### src/rtl/smcs_pkg.sv
package smcs_pkg;
    // register byte offsets
    localparam logic [7:0] OFF_CTRL = 8'h00;
    localparam logic [7:0] OFF_MODE = 8'h04;
    localparam logic [7:0] OFF_TXW = 8'h0C;
    localparam logic [7:0] OFF_STAT = 8'h10;
    localparam logic [7:0] OFF_MASK = 8'h14;
    localparam logic [7:0] OFF_CFG0 = 8'h30;
    // control register bits
    localparam int CTRL_EN_BIT = 0;
    localparam int CTRL_DIS_BIT = 1;
    localparam int CTRL_LAST_BIT = 24;
    // mode register fields
    localparam int MODE_SRC_BIT = 1;
    localparam int MODE_DEC_BIT = 2;
    localparam int MODE_MFD_BIT = 4;
    localparam int MODE_RSRC_BIT = 3;
    localparam int MODE_SEL_LSB = 16;
    // transmit word fields
    localparam int TXW_SEL_LSB = 16;
    localparam int TXW_LAST_BIT = 24;
    // slave config fields
    localparam int CFG_HOLD_BIT = 3;
    localparam int CFG_REL_BIT = 2;
    localparam int CFG_BITS_LSB = 4;
    localparam int CFG_DIV_LSB = 8;
    localparam int CFG_DBS_LSB = 24;
    // status bits
    localparam int ST_DONE_BIT = 0;
    localparam int ST_EMPTY_BIT = 1;
    localparam int ST_BAD_BIT = 2;
    localparam int ST_ENA_BIT = 16;
    localparam logic [3:0] SEL_IDLE = 4'hF;
    localparam logic [3:0] BITS_MAX = 4'h8;
    localparam logic [4:0] BITS_BASE = 5'h08;
    localparam logic [31:0] RESET_ZERO = 32'h0000_0000;
    // gap after the last bit of each character, select still driven, ns
    localparam int REL_GAP_NS = 40;
    localparam int CLK_NS = 40;
    localparam int REL_GAP_CYC = (REL_GAP_NS + CLK_NS - 1) / CLK_NS;
    typedef enum logic [1:0] {SMCS_IDLE, SMCS_LEAD, SMCS_SHIFT, SMCS_GAP} smcs_state_t;
endpackage : smcs_pkg

### src/rtl/smcs_master.sv
// The address map and register access over AHB-Lite were decided locally.
`timescale 1ns/100ps
`default_nettype none
module smcs_master (
    // clock and reset
    input wire logic sys_clk,
    input wire logic nrst,
    // ahb-lite slave
    input wire logic hsel,
    input wire logic [7:0] haddr,
    input wire logic [1:0] htrans,
    input wire logic hwrite,
    input wire logic [2:0] hsize,
    input wire logic [31:0] hwdata,
    input wire logic hready,
    output logic [31:0] hrdata,
    output logic hreadyout,
    output logic hresp,
    // serial link
    output logic serial_clock_out,
    output logic mosi,
    input wire logic miso,
    output logic [3:0] sel_n,
    // dma request and interrupt
    output logic tx_dma_req,
    output logic irq
);
    // bus address-phase capture
    logic wr_pend, next_wr_pend;
    logic [7:0] wr_addr, next_wr_addr;
    logic [31:0] next_rdata;
    // registers
    logic enabled, next_enabled;
    logic [31:0] mode_register, next_mode_register;
    logic [31:0] cfg [4];
    logic [31:0] next_cfg [4];
    logic [31:0] txw, next_txw;
    logic txw_full, next_txw_full;
    logic [2:0] stat, next_stat;
    logic [2:0] mask, next_mask;
    logic last_req, next_last_req;
    // shifter
    smcs_pkg::smcs_state_t st, next_st;
    logic [15:0] shreg, next_shreg;
    logic [4:0] bitcnt, next_bitcnt;
    logic [7:0] divcnt, next_divcnt;
    logic [7:0] div_cur, next_div_cur;
    logic sck, next_sck;
    logic [3:0] sel, next_sel;
    logic [3:0] held, next_held;
    logic hold_cur, next_hold_cur;
    logic rel_cur, next_rel_cur;
    logic last_cur, next_last_cur;
    logic [1:0] gapcnt, next_gapcnt;
    logic mosi_r, next_mosi_r;
    logic miso_s1, miso_s2;
    logic [15:0] rx_word, next_rx_word;

    // combinational selection helpers
    logic [3:0] req_sel;
    logic [1:0] cfg_idx;
    logic [3:0] line_code;
    always_comb begin
        req_sel = mode_register[smcs_pkg::MODE_SRC_BIT] ? txw[smcs_pkg::TXW_SEL_LSB +: 4]
                                                        : mode_register[smcs_pkg::MODE_SEL_LSB +: 4];
        if (mode_register[smcs_pkg::MODE_DEC_BIT]) begin
            cfg_idx = req_sel[3:2];
            line_code = req_sel;
        end else begin
            if (!req_sel[0]) begin
                cfg_idx = 2'd0;
                line_code = 4'hE;
            end else if (!req_sel[1]) begin
                cfg_idx = 2'd1;
                line_code = 4'hD;
            end else if (!req_sel[2]) begin
                cfg_idx = 2'd2;
                line_code = 4'hB;
            end else begin
                cfg_idx = 2'd3;
                line_code = req_sel[3] ? smcs_pkg::SEL_IDLE : 4'h7;
            end
        end
    end

    // bus, register and serial engine next state
    logic ap_valid;
    logic [3:0] bits_code;
    logic done_ev, bad_ev;
    always_comb begin
        ap_valid = hsel && hready && htrans[1];
        next_wr_pend = ap_valid && hwrite;
        next_wr_addr = ap_valid ? haddr : wr_addr;
        next_rdata = smcs_pkg::RESET_ZERO;
        next_enabled = enabled;
        next_mode_register = mode_register;
        next_cfg = cfg;
        next_txw = txw;
        next_txw_full = txw_full;
        next_stat = stat;
        next_mask = mask;
        next_last_req = last_req;
        next_st = st;
        next_shreg = shreg;
        next_bitcnt = bitcnt;
        next_divcnt = divcnt;
        next_div_cur = div_cur;
        next_sck = sck;
        next_sel = sel;
        next_held = held;
        next_hold_cur = hold_cur;
        next_rel_cur = rel_cur;
        next_last_cur = last_cur;
        next_gapcnt = gapcnt;
        next_mosi_r = mosi_r;
        next_rx_word = rx_word;
        done_ev = 1'b0;
        bad_ev = 1'b0;
        bits_code = cfg[cfg_idx][smcs_pkg::CFG_BITS_LSB +: 4];
        // register reads
        if (ap_valid && !hwrite) begin
            case (haddr)
                smcs_pkg::OFF_MODE: next_rdata = mode_register;
                smcs_pkg::OFF_STAT: next_rdata = {15'h0000, enabled, 13'h0000, stat};
                smcs_pkg::OFF_MASK: next_rdata = {29'h0000_0000, mask};
                smcs_pkg::OFF_TXW: next_rdata = {16'h0000, rx_word};
                smcs_pkg::OFF_CFG0: next_rdata = cfg[0];
                smcs_pkg::OFF_CFG0 + 8'h04: next_rdata = cfg[1];
                smcs_pkg::OFF_CFG0 + 8'h08: next_rdata = cfg[2];
                smcs_pkg::OFF_CFG0 + 8'h0C: next_rdata = cfg[3];
                default: next_rdata = smcs_pkg::RESET_ZERO;
            endcase
        end
        // register writes in the data phase
        if (wr_pend) begin
            case (wr_addr)
                smcs_pkg::OFF_CTRL: begin
                    if (hwdata[smcs_pkg::CTRL_EN_BIT]) next_enabled = 1'b1;
                    if (hwdata[smcs_pkg::CTRL_DIS_BIT]) next_enabled = 1'b0;
                    if (hwdata[smcs_pkg::CTRL_LAST_BIT]) next_last_req = 1'b1;
                end
                smcs_pkg::OFF_MODE: next_mode_register = hwdata;
                smcs_pkg::OFF_TXW: begin
                    next_txw = hwdata;
                    next_txw_full = 1'b1;
                end
                smcs_pkg::OFF_STAT: next_stat = stat & ~hwdata[2:0];
                smcs_pkg::OFF_MASK: next_mask = hwdata[2:0];
                smcs_pkg::OFF_CFG0: next_cfg[0] = hwdata;
                smcs_pkg::OFF_CFG0 + 8'h04: next_cfg[1] = hwdata;
                smcs_pkg::OFF_CFG0 + 8'h08: next_cfg[2] = hwdata;
                smcs_pkg::OFF_CFG0 + 8'h0C: next_cfg[3] = hwdata;
                default: ;
            endcase
        end
        // serial engine
        case (st)
            smcs_pkg::SMCS_IDLE: begin
                if (enabled && txw_full && held != smcs_pkg::SEL_IDLE && held != line_code) begin
                    // a held line is let go for one cycle before another select is driven
                    next_sel = smcs_pkg::SEL_IDLE;
                    next_held = smcs_pkg::SEL_IDLE;
                end else if (enabled && txw_full) begin
                    next_txw_full = 1'b0;
                    if (bits_code > smcs_pkg::BITS_MAX
                        || cfg[cfg_idx][smcs_pkg::CFG_DIV_LSB +: 8] == 8'h00) begin
                        bad_ev = 1'b1;
                    end else begin
                        next_shreg = txw[15:0] << (smcs_pkg::BITS_MAX - bits_code); // left aligned
                        next_bitcnt = smcs_pkg::BITS_BASE + {1'b0, bits_code};
                        next_div_cur = cfg[cfg_idx][smcs_pkg::CFG_DIV_LSB +: 8];
                        next_hold_cur = cfg[cfg_idx][smcs_pkg::CFG_HOLD_BIT];
                        next_rel_cur = cfg[cfg_idx][smcs_pkg::CFG_REL_BIT]
                                       && !cfg[cfg_idx][smcs_pkg::CFG_HOLD_BIT];
                        next_last_cur = mode_register[smcs_pkg::MODE_SRC_BIT]
                                        ? txw[smcs_pkg::TXW_LAST_BIT] : 1'b0;
                        next_sel = line_code;
                        next_st = smcs_pkg::SMCS_LEAD;
                        next_divcnt = 8'h01;
                        // holding line zero needs mode-fault detection switched off
                        if (cfg[cfg_idx][smcs_pkg::CFG_HOLD_BIT] && !line_code[0]
                            && !mode_register[smcs_pkg::MODE_MFD_BIT]) begin
                            bad_ev = 1'b1;
                        end
                    end
                end else if (last_req) begin
                    next_last_req = 1'b0;
                    next_sel = smcs_pkg::SEL_IDLE;
                    next_held = smcs_pkg::SEL_IDLE;
                end
            end
            smcs_pkg::SMCS_LEAD: begin
                next_mosi_r = shreg[15]; // msb first from the left-aligned word
                next_st = smcs_pkg::SMCS_SHIFT;
                next_divcnt = 8'h01;
                next_sck = 1'b0;
            end
            smcs_pkg::SMCS_SHIFT: begin
                // modulus counter: a bit lasts div_cur cycles; divisor 1 leaves no room for a high phase
                if (divcnt >= div_cur) begin
                    next_divcnt = 8'h01;
                    next_sck = 1'b0;
                    next_bitcnt = bitcnt - 5'd1;
                    next_shreg = {shreg[14:0], miso_s2};
                    if (bitcnt == 5'd1) begin
                        next_st = smcs_pkg::SMCS_GAP;
                        next_gapcnt = 2'd0;
                    end else begin
                        next_mosi_r = shreg[14];
                    end
                end else begin
                    next_divcnt = divcnt + 8'h01;
                    if (divcnt == {1'b0, div_cur[7:1]}) next_sck = 1'b1;
                end
            end
            smcs_pkg::SMCS_GAP: begin
                next_sck = 1'b0;
                if (gapcnt == 2'(smcs_pkg::REL_GAP_CYC - 1)) begin
                    next_st = smcs_pkg::SMCS_IDLE;
                    done_ev = 1'b1;
                    next_rx_word = shreg; // received bits sit at the low end
                    if (hold_cur && !last_cur) begin
                        next_held = sel;
                    end else begin
                        next_sel = smcs_pkg::SEL_IDLE;
                        next_held = smcs_pkg::SEL_IDLE;
                    end
                    if (rel_cur) next_sel = smcs_pkg::SEL_IDLE;
                end else begin
                    next_gapcnt = gapcnt + 2'd1;
                end
            end
            default: next_st = smcs_pkg::SMCS_IDLE;
        endcase
        // sticky events: set wins over clear
        if (done_ev) next_stat[smcs_pkg::ST_DONE_BIT] = 1'b1;
        if (bad_ev) next_stat[smcs_pkg::ST_BAD_BIT] = 1'b1;
        if (!next_txw_full && txw_full) next_stat[smcs_pkg::ST_EMPTY_BIT] = 1'b1;
    end

    // register all state
    always_ff @(posedge sys_clk or negedge nrst) begin
        if (!nrst) begin
            wr_pend <= 1'b0;
            wr_addr <= 8'h00;
            enabled <= 1'b0;
            mode_register <= smcs_pkg::RESET_ZERO;
            cfg <= '{default: smcs_pkg::RESET_ZERO};
            txw <= smcs_pkg::RESET_ZERO;
            txw_full <= 1'b0;
            stat <= 3'h0;
            mask <= 3'h0;
            last_req <= 1'b0;
            st <= smcs_pkg::SMCS_IDLE;
            shreg <= 16'h0000;
            bitcnt <= 5'h00;
            divcnt <= 8'h00;
            div_cur <= 8'h00;
            sck <= 1'b0;
            sel <= smcs_pkg::SEL_IDLE;
            held <= smcs_pkg::SEL_IDLE;
            hold_cur <= 1'b0;
            rel_cur <= 1'b0;
            last_cur <= 1'b0;
            gapcnt <= 2'd0;
            mosi_r <= 1'b0;
            rx_word <= 16'h0000;
            miso_s1 <= 1'b0;
            miso_s2 <= 1'b0;
            hrdata <= smcs_pkg::RESET_ZERO;
            tx_dma_req <= 1'b0;
            irq <= 1'b0;
        end else begin
            wr_pend <= next_wr_pend;
            wr_addr <= next_wr_addr;
            enabled <= next_enabled;
            mode_register <= next_mode_register;
            cfg <= next_cfg;
            txw <= next_txw;
            txw_full <= next_txw_full;
            stat <= next_stat;
            mask <= next_mask;
            last_req <= next_last_req;
            st <= next_st;
            shreg <= next_shreg;
            bitcnt <= next_bitcnt;
            divcnt <= next_divcnt;
            div_cur <= next_div_cur;
            sck <= next_sck;
            sel <= next_sel;
            held <= next_held;
            hold_cur <= next_hold_cur;
            rel_cur <= next_rel_cur;
            last_cur <= next_last_cur;
            gapcnt <= next_gapcnt;
            mosi_r <= next_mosi_r;
            rx_word <= next_rx_word;
            miso_s1 <= miso;
            miso_s2 <= miso_s1;
            hrdata <= next_rdata;
            tx_dma_req <= next_enabled && !next_txw_full;
            irq <= |(next_stat & next_mask);
        end
    end

    // fixed bus answer and serial pins
    assign hreadyout = 1'b1;
    assign hresp = 1'b0;
    assign serial_clock_out = sck;
    assign mosi = mosi_r;
    assign sel_n = sel;
endmodule : smcs_master
`default_nettype wire

### config.mk
export PLATFORM = sky130hd
export DESIGN_NAME = smcs_master
export DESIGN_NICKNAME = d
export VERILOG_FILES = /design/src/rtl/smcs_pkg.sv /design/src/rtl/smcs_master.sv
export SDC_FILE = /design/constraint.sdc
export NUM_CORES = 1
export LEC_CHECK = 0
export BUFFER_PORTS_ARGS = -buffer_cell sky130_fd_sc_hd__buf_2
export CAP_MARGIN = 20
export CORE_ASPECT_RATIO = 0.8
export CORE_MARGIN = 8
export CORE_UTILIZATION = 40
export CTS_CLUSTER_SIZE = 12
export DETAILED_ROUTE_END_ITERATION = 6
export GPL_ROUTABILITY_DRIVEN = 0
export PLACE_DENSITY = 0.62
export SLEW_MARGIN = 10
export SYNTH_ARGS = -nofsm -noshare
export SYNTH_HDL_FRONTEND = slang
export SYNTH_SLANG_ARGS = --single-unit
### constraint.sdc
create_clock -name sys_clk -period 8.6 [get_ports sys_clk]
set_input_delay 0.43 -clock sys_clk [delete_from_list [all_inputs] [get_ports sys_clk]]
set_output_delay 0.43 -clock sys_clk [all_outputs]
set_load 0.1 [all_outputs]
Yosys cells after proc, flatten, opt, wreduce, memory -nomap -nowiden
Index checks and enable logic that the tools add are counted.
W data, S select, Z words.
{"block": "totals", "register_bits": 309, "in_bits": 51, "out_inout_bits": 42}
{"block": "classes", "n_addsub": 5, "n_lt_le_gt_ge": 3, "eq_ne": 36, "shift": 1, "n_mux": 90, "n_bitwise": 6, "n_reduce_logical": 48}
{"cell": "$pmux W32 S8", "count": 1}
{"cell": "$mux W16", "count": 6}
{"cell": "$bmux W32 S2", "count": 1}
{"cell": "$eq A8 B6 Y1 const B", "count": 8}
{"cell": "$mux W4", "count": 16}
{"cell": "$eq A8 B5 Y1 const B", "count": 4}
{"cell": "$mux W1", "count": 32}
{"cell": "$mux W32", "count": 1}
{"cell": "$mux W8", "count": 4}
{"cell": "$pmux W16 S2", "count": 1}
{"cell": "$mux W2", "count": 12}
{"cell": "$pmux W8 S3", "count": 1}
{"cell": "$mux W5", "count": 4}
{"cell": "$reduce_and A4 Y1", "count": 5}
{"cell": "$eq A8 B3 Y1 const B", "count": 2}
{"cell": "$eq A8 B4 Y1 const B", "count": 2}
{"cell": "$logic_not A8 Y1", "count": 2}
{"cell": "$ne A2 B2 Y1 const B", "count": 8}
{"cell": "$pmux W4 S2", "count": 2}
{"cell": "$reduce_and A2 Y1", "count": 8}
{"cell": "$shl A16 B4 Y16", "count": 1}
{"cell": "$logic_and A1 B1 Y1", "count": 13}
{"cell": "$mux W3", "count": 4}
{"cell": "$ne A4 B4 Y1 const B", "count": 3}
{"cell": "32 further kinds", "count": 48}

Longest topological paths before layout
Gate-level depths: netlist of the first run.
{"block": "depth", "ltp_word": 19, "depth_mapped": 17, "depth_no_buf": 13}

Least setup slack after synthesis of the first run
OpenSTA, ideal clock, no wires.
{"block": "synth_path", "path_type": "flip-flop to flip-flop", "startpoint": "register mode_register[1]", "endpoint": "register shreg[8]", "setup_ps": 130, "arrival_ps": 3254, "path_slack_ps": 5216, "stages_incl_launch_ff": 15, "n_path_buf": 4, "cell_sequence": "dfrtp_1 -> buf_2 -> a21bo_2 -> o22a_1 -> buf_4 -> buf_6 -> mux2i_1 -> mux2i_1 -> inv_2 -> ha_1 -> clkbuf_1 -> mux4_2 -> mux2_2 -> a222oi_1 -> a21oi_1"}
{"block": "synth_between", "elab_chain_cells": 15, "elab_cells_between_ends": 28, "cone_classes": "1 x add/sub; 1 x order compare; 3 x eq/ne; 1 x shift; 17 x mux; 1 x bitwise; 4 x reduce/logical"}
{"item": "from (decl)", "line": "smcs_master.sv:34", "text": "logic [31:0] mode_register, next_mode_register;"}
{"item": "from (signal assigned)", "line": "smcs_master.sv:247", "text": "mode_register <= smcs_pkg::RESET_ZERO;"}
{"item": "from (signal assigned)", "line": "smcs_master.sv:277", "text": "mode_register <= next_mode_register;"}
{"item": "$mux W4 *", "line": "smcs_master.sv:64", "text": "req_sel = mode_register[smcs_pkg::MODE_SRC_BIT] ? txw[smcs_pkg::TXW_SEL_LSB +: 4]"}
{"item": "$mux W1", "line": "smcs_master.sv:76", "text": "end else if (!req_sel[2]) begin"}
{"item": "$mux W2", "line": "smcs_master.sv:73", "text": "end else if (!req_sel[1]) begin"}
{"item": "$mux W2", "line": "smcs_master.sv:70", "text": "if (!req_sel[0]) begin"}
{"item": "$mux W2", "line": "smcs_master.sv:66", "text": "if (mode_register[smcs_pkg::MODE_DEC_BIT]) begin"}
{"item": "$not A2 Y3 (implied by the code)", "line": "smcs_master.sv:119, smcs_master.sv:166"}
{"item": "$bmux W32 S2", "line": "smcs_master.sv:119, smcs_master.sv:166"}
{"item": "$mux W16 (2 in series)"}
{"item": "$sub A4 B4 Y4", "line": "smcs_master.sv:169", "text": "next_shreg = txw[15:0] << (smcs_pkg::BITS_MAX - bits_code);"}
{"item": "$shl A16 B4 Y16", "line": "smcs_master.sv:169"}
{"item": "$mux W16", "line": "smcs_master.sv:165", "text": "if (bits_code > smcs_pkg::BITS_MAX"}
{"item": "$mux W16", "line": "smcs_master.sv:163", "text": "end else if (enabled && txw_full) begin"}
{"item": "$mux W16", "line": "smcs_master.sv:159", "text": "if (enabled && txw_full && held != smcs_pkg::SEL_IDLE && held != line_code) begin"}
{"item": "$pmux W16 S2", "line": "smcs_master.sv:157", "text": "case (st)"}
{"item": "to (signal assigned)", "line": "smcs_master.sv:285", "text": "shreg <= next_shreg;"}
{"item": "to (decl)", "line": "smcs_master.sv:44", "text": "logic [15:0] shreg, next_shreg;"}
Every way passes the cells marked *; elsewhere a longest branch is shown, timed or not. The select of a mux whose other input is x is not followed.
A chain may end at the register's enable or synchronous reset.

Worst setup path after layout of the first run
{"block": "layout_path", "startpoint": "register mode_register[2]", "endpoint": "register shreg[15]"}
{"block": "layout_between", "elab_chain_cells": 11, "elab_cells_between_ends": 20, "cone_classes": "1 x add/sub; 1 x order compare; 3 x eq/ne; 1 x shift; 9 x mux; 1 x bitwise; 4 x reduce/logical"}
{"item": "$mux W2", "line": "smcs_master.sv:66"}
{"item": "$not A2 Y3 (implied by the code)", "line": "smcs_master.sv:119, smcs_master.sv:166"}
{"item": "$bmux W32 S2", "line": "smcs_master.sv:119, smcs_master.sv:166"}
{"item": "$mux W16 (2 in series)"}
{"item": "$sub A4 B4 Y4", "line": "smcs_master.sv:169"}
{"item": "$shl A16 B4 Y16", "line": "smcs_master.sv:169"}
{"item": "$mux W16", "line": "smcs_master.sv:165"}
{"item": "$mux W16", "line": "smcs_master.sv:163"}
{"item": "$mux W16", "line": "smcs_master.sv:159"}
{"item": "$pmux W16 S2", "line": "smcs_master.sv:157"}
Parallel ways exist; a longest one is shown, timed or not. The select of a mux whose other input is x is not followed.

==> metrics.md, run 1 <==
| Metric | Value |
|---|---|
| Status | `completed` |
| WP data required | `8980 ps` |
| Top delay family on crit path | `multiplexers` |
| Clock tree buffer depth | `3` |
| Post-Synth Adder-Cell Area | `1.45%` |
| Lkg Pwr | `7.34 nW` |
| Worst-margin pin slew | `1090 ps` |
| RSZ-0062 raised after global routing | `false` |
| Post-Syn Area | `14700 sq um` |
| Post-synthesis sequential area ratio | `52.0%` |
| Crit start category | `flip-flop` |
| Peak supply drop | `0.118 mV` |
| Initial antenna violation count | `4` |
| Clk_skew | `17.5 ps` |
| Routed WL per cell | `21.6 um` |
| Die Area | `43200 sq um` |
| Clk pin slew, worst setup/hold paths | `60 ps` |
| Clock Latency Late Sink | `530 ps` |
| First-pass GRT wire length | `62800 um` |
| Post-Synth Simple-Gate Area | `9.09%` |
| GR Util All Layers | `18.2%` |
| Synth Area in Compound Gates | `10.6%` |
| Slowest-stage cell, CP | `ha_1` |
| Count leader, synth | `dfrtp_1` |
| Hold WC Path Type | `input pin to flip-flop` |
| Synth Flop Type | `dfrtp_1` |
| Slew margin rel. | `27.5%` |
| 1st-iter DRT viols | `897` |
| Inserted Clock Buffers | `34` |
| Biggest cell delay along the critical path | `800 ps` |
| CTS H-tree lvls | `2` |
| I/O pins | `93` |
| Synth Instances | `1241` |
| Largest net degree at the start of global routing | `102` |
| DR vias | `10372` |
| Syn Area/Cell | `11.8 sq um` |
| Maxcap violations | `0` |
| Proportion of layout cells with a drive suffix above 1 | `31.6%` |
| Synth top area cells | `dfrtp_1 (51%), mux2_2 (16%), mux4_2 (3.7%)` |
| GR Overflow Total | `0` |
| # DRC | `0` |
| Net count after synthesis | `1309` |
| Crit-path max FO | `34` |
| Num rows | `62` |
| TritonCTS clock tree | `built` |
| Post-synth cell types | `66` |
| TritonCTS Sinks | `305` |
| Synth async-reset ratio | `100%` |
| PwrDens | `237 nW/um^2` |
| Setup TNS | `0 ps` |
| Critical path arrival | `5060 ps` |
| DRT antenna net count | `0` |
| CP Cell Sequence | `and3b_1 -> o22a_1 -> buf_4 -> mux2i_1 -> mux2i_2 -> buf_4 -> inv_2 -> ha_1 -> mux4_2 -> a221oi_1 -> a211o_1 -> a31oi_1` |
| WP buf/inv | `3` |
| Post-CTS Resized | `0` |
| DP HPWL | `25000 um` |
| Cell taking the most area after synthesis | `dfrtp_1` |
| Largest family of logic cells by synthesized area | `multiplexers` |
| Crit path time final | `4680 ps` |
| Die width | `230 um` |
| PortBufs | `86` |
| Starting Density | `40.7%` |
| Setup violations, final | `0` |
| Final hold viol count | `0` |
| Final wirelength | `39100 um` |
| Ant diodes | `0` |
| DR pass1 iterations | `7` |
| Vias in the first global route | `10520` |
| Die height | `187 um` |
| Post-Synth XOR/XNOR Area | `0.826%` |
| Clk root buf | `clkbuf_16` |
| Post-synth EDFFs | `0` |
| Vias per inst | `5.73` |
| Synth cell count leaders | `dfrtp_1 (297), mux2_2 (215), nand2_1 (125), nor2_1 (73), a21oi_1 (53)` |
| # nets final | `1378` |
| Peak Freq | `214 MHz` |
| Core Util, Final | `46.4%` |
| Synth top area share | `50.6%` |
| #FFs+latches synth | `305` |
| Final Slew Violations | `0` |
| CP Class | `flip-flop to flip-flop` |
| Core Region | `36100 sq um` |
| Area growth from synthesis to layout | `13.8%` |
| Ys Warns | `0` |
| Setup crit end kind | `flip-flop` |
| Post-synthesis mux area share | `23.0%` |
| Fin crit share | `54.4%` |
| CP most frequent cell | `buf_4` |
==> logic make-up after synthesis <==
| group | Yosys count |
|---|---|
| AO/OA/AOI/OAI | 224 |
| XOR/XNOR | 13 |
| adder cells (fa/ha/maj) | 17 |
| buffers and inverters | 104 |
| flip-flops | 305 |
| multiplexers | 280 |
| other | 2 |
| AND/OR/NAND/NOR | 296 |
==> final timing paths <==
kind,start,end,slack (ps),depth (start not counted)
worst max-delay path,mode_register[2],shreg[15],3920,12
worst min-delay path,miso,miso_s1,20,1
worst max register to register,mode_register[2],shreg[15],3920,12
worst min register to register,miso_s1,miso_s2,360,0
max in group asynchronous,nrst,wr_addr[3],5670,4
min in group asynchronous,nrst,tx_dma_req,490,2
==> timing repair <==
action / in CTS / in global routing
hold buffers: 1 / 0
buffers inserted: 0 / 0
endpoints found under the hold margin: 30 / 0
endpoints found under the setup margin: 0 / 0
==> report_power, final <==
group,internal [W],switching (W),total (W)
Sequential,0.00158,0.000126,0.00171
Clock,0.000844,0.000588,0.00143
Combinational,0.000335,0.000483,0.000818
==> flip-flops by register name (all words and copies together) (netlist names), 5 cells and up <==
signal / cells
bitcnt: 5
cfg: 128
div_cur: 8
divcnt: 8
hrdata: 32
mode_register: 32
rx_word: 16
shreg: 16
txw: 21
wr_addr: 8
==> per-stage QoR <==
step                      setup WS, ps  total power (W)  instances  hold slack [ps]  instance area (sq um)
after floorplan                   5220          0.00230       1241              134                  14700
after global placement            4080          0.00252       1753              344                  15600
after detailed placement          4080          0.00254       1753              343                  15600
after CTS                         4030          0.00398       1811             2.45                  16700
after global routing              3700          0.00415       1811             3.99                  16700
final                             3920          0.00396       1811             19.8                  16700
==> layer usage <==
metal	vias to the layer above	routed length, um	GRT usage, %
li1	4684	-	-
met1	5302	18600	26.5
met2	314	17000	26.5
met3	68	2460	3.84
met4	4	1050	5.89
met5	-	25	0
==> placed cells by master (no fill, tap or decap), types with 4 or more instances in the layout <==
cell and count:
dfrtp_1 297, mux2_2 215, nand2_1 125, buf_2 85, nor2_1 70, a21oi_1 53, mux2i_1 39, clkbuf_16 35
a22oi_1 34, o21ai_0 31, inv_1 29, mux4_2 24, buf_4 20, a222oi_1 19, nor3_1 18, ha_1 17
nand2b_1 16, a31oi_1 14, nand3_1 12, nor4_1 11, clkbuf_1 10, and3_1 9, xor2_1 9, o211ai_1 9
a211oi_1 8, nor2b_1 8, dfstp_2 8, a221oi_1 7, o31ai_1 6, a21o_1 5, and2_1 4, clkbuf_8 4
clkinv_2 4
==> final cells by class <==
| type | count | area [sq um] |
|---|---|---|
| clock buffer | 49 | 968 |
| inverter | 30 | 113 |
| tap | 480 | 601 |
| multi-input combinational | 832 | 6690 |
| clock inverter | 8 | 113 |
| timing repair buffer | 107 | 601 |
| sequential | 305 | 7640 |
| fill | 3294 | 19300 |
==> worst register-to-register path: stages, from the launching register on <==
cell	delay [ps]
dfrtp_1	570
and3b_1	350
o22a_1	150
buf_4	450
mux2i_1	210
mux2i_2	160
buf_4	310
inv_2	180
ha_1	800
mux4_2	630
a221oi_1	480
a211o_1	170
a31oi_1	70
No activity file was read; power rests on OpenSTA's default activity.
==> run 2, diff against run 1 <==
ABC_AREA = 1   (was default)
PLACE_DENSITY = 0.65   (was 0.62)
clock period = 4.3 ns   (was 8.6 ns; I/O delays follow)
==> run 2 against run 1 <==
  * Die area down 1.1%
  * Via count rose by 20%
  * Largest cell class unchanged
  * Combinational power rose by 140%
  * Critical path type unchanged
  * Critical endpoint is now shreg[5]
  * Critical path depth is 6 higher
==> metrics.md, run 2 <==
| Metric | Value |
|---|---|
| Vias in the first global route | `11911` |
| CP Class | `flip-flop to flip-flop` |
| Crit path to | `shreg[5]` |
| DRT antenna net count | `0` |
| Reg with most FFs | `cfg` |
| Starting Density | `40.5%` |
| Count leader, synth | `nand2_1` |
| Cell taking the most area after synthesis | `dfrtp_1` |
| Num rows | `62` |
| # nets final | `1888` |
| CTS H-tree lvls | `2` |
| Hold WC Path Type | `input pin to flip-flop` |
| Vias per inst | `5.35` |
| Clk root buf | `clkbuf_16` |
| Largest family of logic cells by synthesized area | `simple AND/OR/NAND/NOR gates` |
| DR vias | `12406` |
| Reg2Reg Depth | `18` |
| Setup TNS | `0 ps` |
| # DRC | `0` |
| Syn Area/Cell | `8.30 sq um` |
| Core Region | `35800 sq um` |
| Worst-margin pin slew | `1070 ps` |
| Placed cells | `2255` |
| Post-CTS Resized | `0` |
| Post-Synth Simple-Gate Area | `23.1%` |
| RSZ-0062 raised after global routing | `false` |
| Post-Syn Area | `14500 sq um` |
| Net count after synthesis | `1817` |
| Area growth from synthesis to layout | `13.6%` |
| Post-synthesis mux area share | `0.930%` |
| Synth Area in Compound Gates | `14.8%` |
| Post-synth cell types | `44` |
| Initial antenna violation count | `0` |
| CP startpoint | `mode_register[1]` |
| Crit-path max FO | `33` |
| Setup crit end kind | `flip-flop` |
| Top Registers | `cfg: 128 flops, hrdata: 32 flops, mode_register: 32 flops` |
| I/O pins | `93` |
| Post-route non-filler standard cell count | `2320` |
| Critical path arrival | `3820 ps` |
| WP data required | `4710 ps` |
| Ys Warns | `0` |
| Post-synthesis sequential area ratio | `52.6%` |
| First-pass GRT wire length | `65900 um` |
| Synth cell count leaders | `nand2_1 (576), dfrtp_1 (297), o21ai_0 (241), inv_1 (131), nand3_1 (129)` |
| Synth async-reset ratio | `100%` |
| Die Area | `42700 sq um` |
| PwrDens | `495 nW/um^2` |
| Die width | `229 um` |
| Inserted Clock Buffers | `34` |
| Largest register FFs | `128` |
| Crit start category | `flip-flop` |
| Crit path time final | `3410 ps` |
| GR Util All Layers | `18.8%` |
| Clk pin slew, worst setup/hold paths | `60 ps` |
| #FFs+latches synth | `305` |
| 1st-iter DRT viols | `1309` |
| Peak Freq | `293 MHz` |
| Core Util, Final | `46.0%` |
| FF-to-FF setup slack | `890 ps` |
| Clock tree buffer depth | `3` |
| Proportion of layout cells with a drive suffix above 1 | `11.4%` |
| TritonCTS clock tree | `built` |
| Post-synth EDFFs | `0` |
| Synth top area cells | `dfrtp_1 (51%), nand2_1 (15%), o21ai_0 (8.3%)` |
| Routed WL per cell | `17.4 um` |
| Maxcap violations | `0` |
| Worst r2r src | `mode_register[1]` |
| Synth Flop Type | `dfrtp_1` |
| Post-Synth Adder-Cell Area | `1.46%` |
| Fin crit share | `79.4%` |
| Final hold viol count | `0` |
| Slew margin rel. | `28.3%` |
| Ant diodes | `0` |
| TritonCTS Sinks | `305` |
| DP HPWL | `26800 um` |
| Post-Synth XOR/XNOR Area | `0.603%` |
| Most frequent cells in the layout | `nand2_1 (572), dfrtp_1 (297), o21ai_0 (241)` |
| FF-to-FF End | `shreg[5]` |
| DR pass1 iterations | `5` |
| PortBufs | `86` |
| Synth Instances | `1749` |
| Setup violations, final | `0` |
| Largest net degree at the start of global routing | `123` |
| Final Slew Violations | `0` |
| Synth top area share | `51.2%` |
| Clk_skew | `14.6 ps` |
| Hold path cells | `3` |
| Status | `completed` |
| Final wirelength | `40400 um` |
| Peak supply drop | `0.248 mV` |
| Clock Latency Late Sink | `520 ps` |
| Most common cell after layout, fill and taps aside | `nand2_1` |
| GR Overflow Total | `0` |
| Lkg Pwr | `8.35 nW` |
| Die height | `186 um` |
[run 2: where the power goes]
| group | internal, W | switching, W | total (W) | leakage (nW) |
|---|---|---|---|---|
| sequential | 0.00322 | 0.000226 | 0.00345 | 3.19 |
| clock | 0.00163 | 0.00115 | 0.00278 | 0.519 |
| combinational | 0.000564 | 0.00138 | 0.00194 | 4.65 |
| total | 0.00542 | 0.00275 | 0.00817 | 8.35 |
[run 2: metal layers]
layer | routed length, um | part of all wire (%) | track usage (%)
met1 | 19000 | 47 | 27.4
met2 | 17600 | 44 | 27.9
met3 | 2930 | 7.2 | 3.65
met4 | 905 | 2.2 | 5.58
met5 | 0 | 0 | 0
[run 2: cell type report]
cell class | instances | area, sq um
clock buffers | 48 | 975
clock inverters | 8 | 72.6
fillers | 3467 | 19300
inverters | 138 | 518
multi-input cells | 1222 | 5960
flip-flops and latches | 305 | 7640
well taps | 480 | 601
repair buffers | 119 | 723
[run 2: cells by family (layout without fill, tap and decap cells)]
group / count (synthesis) / count (layout)
simple gates: 807 / 807
compound gates: 374 / 374
flops: 305 / 305
buf+inv: 222 / 313
fa+ha+maj: 17 / 17
mux: 12 / 12
xor+xnor: 10 / 10
other cells: 2 / 2
[run 2: worst min path at each step]
stage,from,slack (ps),end
2_1_floorplan,nrst,-80,bitcnt[0]
3_3_place_gp,miso,330,miso_s1
3_5_place_dp,miso,330,miso_s1
4_1_cts,hwdata[31],4,cfg[95]
5_1_grt,hwdata[20],30,cfg[84]
6_report,hwdata[31],20,cfg[95]
[run 2: metrics by stage]
step / hold WS, ps / instance area [sq um] / worst slack (ps) / power (W)
final: 17.8 / 16500 / 887 / 0.00817
after global routing: 30.8 / 16500 / 452 / 0.00863
after CTS: 3.72 / 16500 / 897 / 0.00824
after detailed placement: 325 / 15400 / 925 / 0.00543
after global placement: 325 / 15400 / 1020 / 0.00538
after floorplan: -80.6 / 14500 / 1520 / 0.00488
[run 2: what timing repair did]
action / in CTS / in global routing
endpoints found under the hold margin: 124 / 0
setup buffers: 0 / 0
hold buffers: 9 / 0
[run 2: critical path, cell delays in order (launching register included)]
cell,delay [ps]
dfrtp_1,460
inv_2,100
nand2_1,100
nand3_2,110
nand2_4,330
nand2_4,330
nand2_1,140
nand3_1,150
nand2_4,240
ha_1,220
inv_1,50
nand3_1,90
nand2_2,230
inv_2,270
o21ai_0,140
nand2_1,120
o22ai_1,80
nand2_1,90
nand2_1,50
